File: src/csfr_consts.svh
`ifndef CSFR_CONSTS_SVH
`define CSFR_CONSTS_SVH
// data memory map
`define CSFR_A_INDIRECT 8'h00
`define CSFR_A_POINTER 8'h01
`define CSFR_A_WORKING 8'h05
`define CSFR_A_PCLOW 8'h06
`define CSFR_A_TBL_LOW 8'h07
`define CSFR_A_TBL_HIGH 8'h08
`define CSFR_A_DOGSEL 8'h09
`define CSFR_A_STATUS 8'h0a
`define CSFR_A_IRQGATE 8'h0b
`define CSFR_A_CNT_HIGH 8'h0c
`define CSFR_A_CNT_LOW 8'h0d
`define CSFR_A_CNT_SETUP 8'h0e
`define CSFR_A_TBL_IDXH 8'h1f
`define CSFR_GP_BASE 8'h20
`define CSFR_GP_WORDS 96
// status bit positions
`define CSFR_ST_C 0
`define CSFR_ST_AC 1
`define CSFR_ST_Z 2
`define CSFR_ST_OV 3
`define CSFR_ST_HALT 4
`define CSFR_ST_DOG 5
`define CSFR_ST_WMASK 8'h0f
// irq gate bit positions
`define CSFR_IG_GATE 0
`define CSFR_IG_CNT_EN 2
`define CSFR_IG_CNT_FLAG 5
// count setup run bit
`define CSFR_CS_RUN 4
// divider select field width
`define CSFR_DOG_SEL_W 3
// reset values, interrupt vector and last table page
`define CSFR_RST_BYTE 8'h00
`define CSFR_RST_DOGSEL 8'h07
`define CSFR_IRQ_VECTOR 11'h008
`define CSFR_PAGE_LAST 3'h7
`endif

File: src/csfr_pkg.sv
/*
 types shared by the special function register bank.
 takes no numbers from csfr_consts.svh; its widths are written as literals.
*/
package csfr_pkg;
    typedef enum logic [4:0] {
        CSFR_OP_NOP,
        CSFR_OP_READ,
        CSFR_OP_MOV_MA,
        CSFR_OP_MOV_AM,
        CSFR_OP_ADD,
        CSFR_OP_SUB,
        CSFR_OP_AND,
        CSFR_OP_OR,
        CSFR_OP_XOR,
        CSFR_OP_RLC,
        CSFR_OP_RRC,
        CSFR_OP_TBL_PAGE,
        CSFR_OP_TBL_LAST,
        CSFR_OP_HALT,
        CSFR_OP_DOG_REFRESH,
        CSFR_OP_IRQ_RETURN
    } csfr_op_t;

    typedef struct packed {
        csfr_op_t op;
        logic [7:0] addr;
        logic [7:0] imm;
        logic use_imm;
    } csfr_req_t;
endpackage
File: src/csfr_core.sv
/*
 special function register bank of an 8-bit core with general data memory.
 assumes one decoded instruction per cycle on req_in, held while stall_out
 is high, and a program rom that answers rom_addr_out within the same cycle.
*/
`include "csfr_consts.svh"
module csfr_core #(
    parameter int DOG_W = 8,
    parameter bit TBL_IDX_EN = 1'b1
) (
    // clock and reset
    input wire logic mclk_in,
    input wire logic rst_b_in,
    // instruction side
    input wire csfr_pkg::csfr_req_t req_in,
    input wire logic [10:0] ret_pc_in,
    output logic stall_out,
    output logic [7:0] rdata_out,
    output logic [7:0] working_out,
    output logic [7:0] status_out,
    output logic [10:0] pc_out,
    // program rom
    output logic [10:0] rom_addr_out,
    input wire logic [14:0] rom_data_in,
    // events
    input wire logic count_tick_in,
    output logic irq_take_out,
    output logic [10:0] irq_ret_pc_out,
    output logic dog_reset_out
);
    typedef enum logic [1:0] {CSFR_IDLE, CSFR_DUMMY, CSFR_TABLE} csfr_state_t;

    csfr_state_t state_r;
    logic [7:0] gp_mem_r [`CSFR_GP_WORDS];
    logic [7:0] data_pointer_r;
    logic [7:0] working_register_r;
    logic [7:0] tbl_low_r;
    logic [6:0] table_word_high_byte_r;
    logic [7:0] table_index_high_r;
    logic [7:0] status_flags_r;
    logic [7:0] irq_gate_reg_r;
    logic [7:0] count_low_byte_r;
    logic [7:0] count_high_byte_r;
    logic [7:0] count_setup_reg_r;
    logic [7:0] dog_divider_select_r;
    logic [10:0] pc_r;
    logic [7:0] tbl_dest_r;
    logic [7:0] rdata_r;
    logic irq_take_r;
    logic [10:0] irq_ret_pc_r;
    logic dog_reset_r;
    logic stall_r;
    logic [6:0] dog_pre_r;
    logic [DOG_W-1:0] dog_cnt_r;

    csfr_pkg::csfr_op_t op;
    logic idle;
    logic irq_go;
    logic [7:0] rd_addr;
    logic [7:0] rd_data;
    logic [7:0] operand;
    logic wr_en;
    logic [7:0] wr_addr;
    logic [7:0] wr_data;
    logic alu_en;
    logic [7:0] alu_res;
    logic [3:0] alu_flags;
    logic [3:0] alu_fmask;
    logic [4:0] nib_sum;
    logic [7:0] low7_sum;
    logic [8:0] full_sum;
    logic [7:0] b_eff;
    logic cin;
    logic [15:0] count_nxt;
    logic count_ovf;
    logic [6:0] dog_mask;
    logic dog_tick;
    logic dog_ovf;

    assign op = req_in.op;
    assign idle = (state_r == CSFR_IDLE);
    // interrupt taken only with the global gate open
    assign irq_go = idle && irq_gate_reg_r[`CSFR_IG_GATE]
        && irq_gate_reg_r[`CSFR_IG_CNT_EN] && irq_gate_reg_r[`CSFR_IG_CNT_FLAG];

    // effective read address through the pointer
    assign rd_addr = (req_in.addr == `CSFR_A_INDIRECT) ? data_pointer_r : req_in.addr;

    always_comb
    begin
        rd_data = 8'h00;
        case (rd_addr)
            `CSFR_A_INDIRECT: rd_data = 8'h00;
            `CSFR_A_POINTER: rd_data = data_pointer_r;
            `CSFR_A_WORKING: rd_data = working_register_r;
            `CSFR_A_PCLOW: rd_data = pc_r[7:0];
            `CSFR_A_TBL_LOW: rd_data = tbl_low_r;
            `CSFR_A_TBL_HIGH: rd_data = {1'b0, table_word_high_byte_r};
            `CSFR_A_DOGSEL: rd_data = dog_divider_select_r;
            `CSFR_A_STATUS: rd_data = status_flags_r;
            `CSFR_A_IRQGATE: rd_data = irq_gate_reg_r;
            `CSFR_A_CNT_HIGH: rd_data = count_high_byte_r;
            `CSFR_A_CNT_LOW: rd_data = count_low_byte_r;
            `CSFR_A_CNT_SETUP: rd_data = count_setup_reg_r;
            `CSFR_A_TBL_IDXH: rd_data = table_index_high_r;
            default:
            begin
                if (rd_addr >= `CSFR_GP_BASE
                    && rd_addr < 8'(`CSFR_GP_BASE + `CSFR_GP_WORDS))
                begin
                    rd_data = gp_mem_r[7'(rd_addr - `CSFR_GP_BASE)];
                end
            end
        endcase
    end

    assign operand = req_in.use_imm ? req_in.imm : rd_data;

    // write path: store of working register, or table low byte
    always_comb
    begin
        wr_en = 1'b0;
        wr_addr = req_in.addr;
        wr_data = working_register_r;
        if (state_r == CSFR_TABLE)
        begin
            wr_en = 1'b1;
            wr_addr = tbl_dest_r;
            wr_data = rom_data_in[7:0];
        end
        else if (idle && !irq_go && op == csfr_pkg::CSFR_OP_MOV_MA)
        begin
            wr_en = 1'b1;
        end
        if (wr_addr == `CSFR_A_INDIRECT)
        begin
            wr_addr = data_pointer_r;
            if (data_pointer_r == `CSFR_A_INDIRECT)
            begin
                wr_en = 1'b0;
            end
        end
    end

    // alu: result always goes to the working register
    always_comb
    begin
        alu_en = idle && !irq_go;
        alu_res = working_register_r;
        alu_flags = 4'h0;
        alu_fmask = 4'h0;
        b_eff = operand;
        cin = 1'b0;
        if (op == csfr_pkg::CSFR_OP_SUB)
        begin
            b_eff = ~operand;
            cin = 1'b1;
        end
        nib_sum = {1'b0, working_register_r[3:0]} + {1'b0, b_eff[3:0]} + {4'h0, cin};
        low7_sum = {1'b0, working_register_r[6:0]} + {1'b0, b_eff[6:0]} + {7'h00, cin};
        full_sum = {1'b0, working_register_r} + {1'b0, b_eff} + {8'h00, cin};
        case (op)
            csfr_pkg::CSFR_OP_MOV_AM: alu_res = operand;
            csfr_pkg::CSFR_OP_ADD, csfr_pkg::CSFR_OP_SUB:
            begin
                alu_res = full_sum[7:0];
                alu_fmask = 4'hf;
                alu_flags[`CSFR_ST_C] = full_sum[8];
                alu_flags[`CSFR_ST_AC] = nib_sum[4];
                alu_flags[`CSFR_ST_OV] = low7_sum[7] ^ full_sum[8];
            end
            csfr_pkg::CSFR_OP_AND: alu_res = working_register_r & operand;
            csfr_pkg::CSFR_OP_OR: alu_res = working_register_r | operand;
            csfr_pkg::CSFR_OP_XOR: alu_res = working_register_r ^ operand;
            csfr_pkg::CSFR_OP_RLC:
            begin
                alu_res = {working_register_r[6:0], status_flags_r[`CSFR_ST_C]};
                alu_flags[`CSFR_ST_C] = working_register_r[7];
                alu_fmask[`CSFR_ST_C] = 1'b1;
            end
            csfr_pkg::CSFR_OP_RRC:
            begin
                alu_res = {status_flags_r[`CSFR_ST_C], working_register_r[7:1]};
                alu_flags[`CSFR_ST_C] = working_register_r[0];
                alu_fmask[`CSFR_ST_C] = 1'b1;
            end
            default: alu_en = 1'b0;
        endcase
        if (op == csfr_pkg::CSFR_OP_ADD || op == csfr_pkg::CSFR_OP_SUB
            || op == csfr_pkg::CSFR_OP_AND || op == csfr_pkg::CSFR_OP_OR
            || op == csfr_pkg::CSFR_OP_XOR)
        begin
            alu_flags[`CSFR_ST_Z] = (alu_res == 8'h00);
            alu_fmask[`CSFR_ST_Z] = 1'b1;
        end
    end

    // sequencing, program counter and table fetch
    always_ff @(posedge mclk_in)
    begin
        if (!rst_b_in)
        begin
            state_r <= CSFR_IDLE;
            pc_r <= 11'h000;
            rom_addr_out <= 11'h000;
            tbl_dest_r <= `CSFR_RST_BYTE;
            irq_take_r <= 1'b0;
            irq_ret_pc_r <= 11'h000;
            stall_r <= 1'b0;
        end
        else
        begin
            irq_take_r <= 1'b0;
            stall_r <= 1'b0;
            case (state_r)
                CSFR_IDLE:
                begin
                    if (irq_go)
                    begin
                        irq_take_r <= 1'b1;
                        irq_ret_pc_r <= pc_r;
                        pc_r <= `CSFR_IRQ_VECTOR;
                    end
                    else if (wr_en && wr_addr == `CSFR_A_PCLOW)
                    begin
                        pc_r <= {pc_r[10:8], wr_data};
                        state_r <= CSFR_DUMMY;
                        stall_r <= 1'b1;
                    end
                    else if (op == csfr_pkg::CSFR_OP_TBL_PAGE)
                    begin
                        rom_addr_out <= {TBL_IDX_EN ? table_index_high_r[2:0]
                            : pc_r[10:8], tbl_low_r};
                        stall_r <= 1'b1;
                        tbl_dest_r <= req_in.addr;
                        pc_r <= pc_r + 11'h001;
                        state_r <= CSFR_TABLE;
                    end
                    else if (op == csfr_pkg::CSFR_OP_TBL_LAST)
                    begin
                        rom_addr_out <= {`CSFR_PAGE_LAST, tbl_low_r};
                        stall_r <= 1'b1;
                        tbl_dest_r <= req_in.addr;
                        pc_r <= pc_r + 11'h001;
                        state_r <= CSFR_TABLE;
                    end
                    else if (op == csfr_pkg::CSFR_OP_IRQ_RETURN)
                    begin
                        pc_r <= ret_pc_in;
                    end
                    else if (op != csfr_pkg::CSFR_OP_NOP)
                    begin
                        pc_r <= pc_r + 11'h001;
                    end
                end
                CSFR_DUMMY: state_r <= CSFR_IDLE;
                CSFR_TABLE: state_r <= CSFR_IDLE;
                default: state_r <= CSFR_IDLE;
            endcase
        end
    end

    // general purpose memory
    always_ff @(posedge mclk_in)
    begin
        if (wr_en && wr_addr >= `CSFR_GP_BASE
            && wr_addr < 8'(`CSFR_GP_BASE + `CSFR_GP_WORDS))
        begin
            gp_mem_r[7'(wr_addr - `CSFR_GP_BASE)] <= wr_data;
        end
    end

    // plain storage registers
    always_ff @(posedge mclk_in)
    begin
        if (!rst_b_in)
        begin
            data_pointer_r <= `CSFR_RST_BYTE;
            tbl_low_r <= `CSFR_RST_BYTE;
            table_index_high_r <= `CSFR_RST_BYTE;
            count_setup_reg_r <= `CSFR_RST_BYTE;
            dog_divider_select_r <= `CSFR_RST_DOGSEL;
            table_word_high_byte_r <= 7'h00;
        end
        else
        begin
            if (wr_en)
            begin
                case (wr_addr)
                    `CSFR_A_POINTER: data_pointer_r <= wr_data;
                    `CSFR_A_TBL_LOW: tbl_low_r <= wr_data;
                    `CSFR_A_TBL_IDXH: table_index_high_r <= wr_data;
                    `CSFR_A_CNT_SETUP: count_setup_reg_r <= wr_data;
                    `CSFR_A_DOGSEL: dog_divider_select_r <= wr_data;
                    default: ;
                endcase
            end
            if (state_r == CSFR_TABLE)
            begin
                table_word_high_byte_r <= rom_data_in[14:8];
            end
        end
    end

    // working register
    always_ff @(posedge mclk_in)
    begin
        if (!rst_b_in)
        begin
            working_register_r <= `CSFR_RST_BYTE;
        end
        else if (wr_en && wr_addr == `CSFR_A_WORKING)
        begin
            working_register_r <= wr_data;
        end
        else if (alu_en)
        begin
            working_register_r <= alu_res;
        end
    end

    // status flags
    always_ff @(posedge mclk_in)
    begin
        if (!rst_b_in)
        begin
            status_flags_r <= `CSFR_RST_BYTE;
        end
        else
        begin
            if (wr_en && wr_addr == `CSFR_A_STATUS)
            begin
                status_flags_r[3:0] <= 4'(wr_data & `CSFR_ST_WMASK);
            end
            else if (alu_en)
            begin
                status_flags_r[3:0] <= (status_flags_r[3:0] & ~alu_fmask)
                    | (alu_flags & alu_fmask);
            end
            if (idle && !irq_go && op == csfr_pkg::CSFR_OP_DOG_REFRESH)
            begin
                status_flags_r[`CSFR_ST_HALT] <= 1'b0;
                status_flags_r[`CSFR_ST_DOG] <= 1'b0;
            end
            if (idle && !irq_go && op == csfr_pkg::CSFR_OP_HALT)
            begin
                status_flags_r[`CSFR_ST_HALT] <= 1'b1;
                status_flags_r[`CSFR_ST_DOG] <= 1'b0;
            end
            if (dog_ovf)
            begin
                status_flags_r[`CSFR_ST_DOG] <= 1'b1;
            end
        end
    end

    // interrupt gate register
    always_ff @(posedge mclk_in)
    begin
        if (!rst_b_in)
        begin
            irq_gate_reg_r <= `CSFR_RST_BYTE;
        end
        else
        begin
            if (wr_en && wr_addr == `CSFR_A_IRQGATE)
            begin
                irq_gate_reg_r <= wr_data;
            end
            if (irq_go)
            begin
                irq_gate_reg_r[`CSFR_IG_GATE] <= 1'b0;
                irq_gate_reg_r[`CSFR_IG_CNT_FLAG] <= 1'b0;
            end
            else if (idle && op == csfr_pkg::CSFR_OP_IRQ_RETURN)
            begin
                irq_gate_reg_r[`CSFR_IG_GATE] <= 1'b1;
            end
            if (count_ovf)
            begin
                irq_gate_reg_r[`CSFR_IG_CNT_FLAG] <= 1'b1;
            end
        end
    end

    // 16-bit up counter
    assign count_nxt = {count_high_byte_r, count_low_byte_r} + 16'h0001;
    assign count_ovf = count_tick_in && count_setup_reg_r[`CSFR_CS_RUN]
        && ({count_high_byte_r, count_low_byte_r} == 16'hffff);

    always_ff @(posedge mclk_in)
    begin
        if (!rst_b_in)
        begin
            count_low_byte_r <= `CSFR_RST_BYTE;
            count_high_byte_r <= `CSFR_RST_BYTE;
        end
        else if (wr_en && wr_addr == `CSFR_A_CNT_LOW)
        begin
            count_low_byte_r <= wr_data;
        end
        else if (wr_en && wr_addr == `CSFR_A_CNT_HIGH)
        begin
            count_high_byte_r <= wr_data;
        end
        else if (count_tick_in && count_setup_reg_r[`CSFR_CS_RUN])
        begin
            {count_high_byte_r, count_low_byte_r} <= count_nxt;
        end
    end

    // watchdog divider and counter
    assign dog_mask = 7'((8'h01 << dog_divider_select_r[`CSFR_DOG_SEL_W-1:0]) - 8'h01);
    assign dog_tick = ((dog_pre_r & dog_mask) == dog_mask);
    assign dog_ovf = dog_tick && (dog_cnt_r == {DOG_W{1'b1}});

    always_ff @(posedge mclk_in)
    begin
        if (!rst_b_in)
        begin
            dog_pre_r <= 7'h00;
            dog_cnt_r <= '0;
            dog_reset_r <= 1'b0;
        end
        else
        begin
            dog_pre_r <= dog_pre_r + 7'h01;
            dog_reset_r <= dog_ovf;
            if (idle && !irq_go && (op == csfr_pkg::CSFR_OP_DOG_REFRESH
                || op == csfr_pkg::CSFR_OP_HALT))
            begin
                dog_cnt_r <= '0;
                dog_pre_r <= 7'h00;
            end
            else if (dog_tick)
            begin
                dog_cnt_r <= dog_cnt_r + DOG_W'(1);
            end
        end
    end

    // registered read data
    always_ff @(posedge mclk_in)
    begin
        if (!rst_b_in)
        begin
            rdata_r <= 8'h00;
        end
        else if (idle && !irq_go && op == csfr_pkg::CSFR_OP_READ)
        begin
            rdata_r <= rd_data;
        end
    end

    assign stall_out = stall_r;
    assign rdata_out = rdata_r;
    assign working_out = working_register_r;
    assign status_out = status_flags_r;
    assign pc_out = pc_r;
    assign irq_take_out = irq_take_r;
    assign irq_ret_pc_out = irq_ret_pc_r;
    assign dog_reset_out = dog_reset_r;
endmodule

File: config.mk
export PLATFORM = sky130hd
export DESIGN_NAME = csfr_core
export DESIGN_NICKNAME = d
export VERILOG_FILES = /design/src/csfr_pkg.sv /design/src/csfr_core.sv
export VERILOG_INCLUDE_DIRS = /design/src
export SDC_FILE = /design/constraint.sdc
export NUM_CORES = 1
export LEC_CHECK = 0
export BUFFER_PORTS_ARGS = -buffer_cell sky130_fd_sc_hd__buf_2
export CAP_MARGIN = 25
export CORE_MARGIN = 4
export CORE_UTILIZATION = 45
export DETAILED_ROUTE_END_ITERATION = 16
export GPL_ROUTABILITY_DRIVEN = 1
export PLACE_DENSITY = 0.58
export SYNTH_ARGS = -nofsm -noshare
export SYNTH_HDL_FRONTEND = slang
export SYNTH_SLANG_ARGS = --single-unit
File: constraint.sdc
create_clock -name mclk_in -period 14.3 [get_ports mclk_in]
set_clock_uncertainty 0.2 [all_clocks]
set_input_delay 2.145 -clock mclk_in [delete_from_list [all_inputs] [get_ports mclk_in]]
set_output_delay 2.145 -clock mclk_in [all_outputs]
set_load 0.01 [all_outputs]
==> flow_metrics.tcl <==
set metrics [dict create \
    initial_core_util_pct 45.6 \
    io_pins 111 \
    power.density_mw_per_mm2 131 \
    fp.dieH_um 308 \
    wl_met3_mm 12.8 \
    design_area_mm2 0.0458 \
    syn_inst 3356 \
    yosys.cell_types.count 101 \
    place_ws_ps 4670 \
    place_congestion 0.955 \
    dominantRegCellSynth "edfxtp_1" \
    synth-seq-cells 922 \
    cts_resized 0 \
    drive_gt1_share_pct 12.7 \
    setup.worst_path.end_class "flip-flop" \
    cts_hold_buf 0 \
    ys_seq_area_share_pct 64.5 \
    synth_edf_count 768 \
    rows 109 \
    grt_max_degree 129 \
    total_power_w 0.00598 \
    io_buffers 108 \
    clkPwrFrac_pct 43.9 \
    nNetsFinal 3538 \
    critPathKind "in -> reg" \
    antenna_left 0 \
    routedWlPerCell_um 30.3 \
    htreeDepth 3 \
    drc 0 \
    die_area_mm2 0.0949 \
    placed_cell_area_mm2 0.0423 \
    first_pass_iters 6 \
    cts.sinks 922 \
    grt_pass1_vias 28800 \
    async_flop_share_pct 0 \
    layout_commonest_cell "edfxtp_1" \
    cts_tree "done" \
    drtIter0Drc 4275 \
    p_sw_w 0.00142 \
    path_clk_slew_ps 60 \
    dpl.hpwl_mm 91.3 \
    route.met2.wl_mm 65.0 \
    relSlewSlack_pct 23.2 \
    avgSynthCellArea_um2 12.1 \
    p_int_w 0.00457 \
    cp_max_fo 112 \
    cp-start-kind "primary input" \
    grt_pass1_wl_mm 204 \
    finalWorstSetupSlack_ps 5150 \
    rsz0062_at_grt "false" \
    setup_tns_ps 0 \
    netlist_area_mm2 0.0405 \
    cap_violations 0 \
    pwr-share-seq_pct 49.0 \
    grt.total_usage_pct 29.5 \
    ir_worst_vdd_uv 94.0 \
    hold_class "reg -> reg" \
    p_leak_nw 16.1 \
    die_width_um 308 \
    clock_path_buffers 3 \
    synthToLayoutAreaGrowth_pct 13.1 \
    viasPerCell 6.39 \
    post-route-period-util_pct 64.0 \
    finalHoldViolCount 0 \
    top_layer_used "met4" \
    wl_mm 143 \
    cp.required_ps 14680 \
    status "finished, final reports clean" \
    cts_buffers 100 \
    insertion_delay_ps 680 \
    coreArea_mm2 0.0888 \
    vias 30100 \
    post-cts-setup-buffers 0 \
    critPathArrivalTime_ps 9530 \
    period_needed_ps 9150 \
    wl_met1_mm 57.4 \
    setup_viol 0 \
    clockRootBuffer "clkbuf_16" \
    worstMarginPinSlew_ps 1140 \
    sw_frac_of_total_pct 23.7 \
    antenna_found_initial 3 \
    pwr-share-comb_pct 7.1 \
    grt.overflow.total 0 \
    whs_ps 261 \
    final_cell_mix "768 x edfxtp_1, 504 x nand2_1, 322 x nor2_1, 157 x nand3_1, 154 x dfxtp_1" \
    fmax_mhz 109 \
    slew_violations 0 \
    yosysWarningCount 0 \
]
==> synthesized netlist by cell type, drive strengths merged, types with 35 or more instances <==
cell	number	area share [%]
nand2	504	4.7
mux2i	147	3.6
inv	68	0.63
nor3	44	0.54
a31oi	48	0.74
o221ai	43	0.93
nor2	324	3.0
a21oi	127	1.6
a211oi	102	1.9
a311oi	35	0.76
a22oi	36	0.67
o22ai	41	0.63
edfxtp	768	57
buf	125	1.9
clkbuf	92	0.85
nand3	157	1.9
o21ai	83	1.1
dfxtp	154	7.6
==> critical path, cell delays in order <==
cell      delay (ps)
buf_2            160
buf_4            340
or4b_1           900
o21ai_4          290
buf_12           520
mux2i_1          190
mux4_2           510
and2_1           180
o311ai_1         620
nand4_1          590
o31a_2           510
inv_2             80
xnor2_1           90
inv_1            100
fa_1             210
nor2b_1           60
o21ai_0          170
nand2b_1         140
a21o_1           210
a21o_1           200
a21o_1           190
a21o_1           200
a222oi_1         360
nor2_1            80
a21oi_1          150
nor2_1            60
o21a_1           180
==> per-layer routing <==
layer  GRT usage, %  vias to the layer above
met1           40.0                    15000
met2           46.3                     1707
met3           5.38                      354
li1               -                    13000
met5              0                        -
met4           13.9                        0
==> registers in the layout, indices dropped and copies added (netlist names), 8 cells and up, named ones only <==
register and count:
working_out 8, rom_addr_out 11, tbl_dest_r 8, count_high_byte_r 8, gp_mem_r 768, irq_ret_pc_out 11, count_low_byte_r 8, dog_cnt_r 8
table_index_high_r 8, tbl_low_r 8, data_pointer_r 8, irq_gate_reg_r 8, pc_out 11, count_setup_reg_r 8, rdata_out 8, dog_divider_select_r 8
==> final cells by class <==
type                    count  area (um^2)
inverters                  68          267
multi-input cells        2150        13100
clock inverters            61          617
well taps                1165         1460
clock buffers             123         2730
repair buffers            217         1450
fillers                  7574        43000
flip-flops and latches    922        26100
diodes                      4         10.0
==> path summary, 6_finish.rpt <==
kind | start | to | slack, ps | cells after the start
setup reg to reg | data_pointer_r[1] | flip-flop | 6640 | 26
setup / recovery | req_in[9] | flip-flop | 5150 | 27
hold reg to reg | rom_addr_out[0] | rom_addr_out[0] | 260 | 2
hold / removal | rom_addr_out[0] | rom_addr_out[0] | 260 | 2
==> through the flow <==
stage	instances	util, %
final	4710	51.6
after CTS	4690	51.4
after floorplan	3357	-
after detailed placement	4506	47.6
after global placement	4493	47.5
after global routing	4706	51.6
==> cells by family (layout without fill, tap and decap cells) <==
| logic type | Yosys count | after routing | synth area share [%] |
|---|---|---|---|
| AND/OR/NAND/NOR | 1182 | 1182 | 12.8 |
| AO/OA/AOI/OAI | 742 | 742 | 13.4 |
| flip-flops | 922 | 922 | 64.5 |
| multiplexers | 161 | 161 | 4.23 |
| XOR/XNOR | 35 | 35 | 0.757 |
| buffers and inverters | 285 | 469 | 3.42 |
| adder cells (fa/ha/maj) | 28 | 28 | 0.883 |
| other | 1 | 6 | 0.00926 |
==> power groups by stage <==
| stage | Combinational [W] | Sequential (W) | Clock, W |
|---|---|---|---|
| 2_1_floorplan | 0.000239 | 0.00299 | 0 |
| 3_3_place_gp | 0.000408 | 0.00299 | 0 |
| 3_5_place_dp | 0.000414 | 0.00299 | 0 |
| 4_1_cts | 0.000416 | 0.00293 | 0.00266 |
| 5_1_grt | 0.000445 | 0.00293 | 0.00278 |
| 6_report | 0.000424 | 0.00293 | 0.00263 |
(Power assumes the default switching activity.)
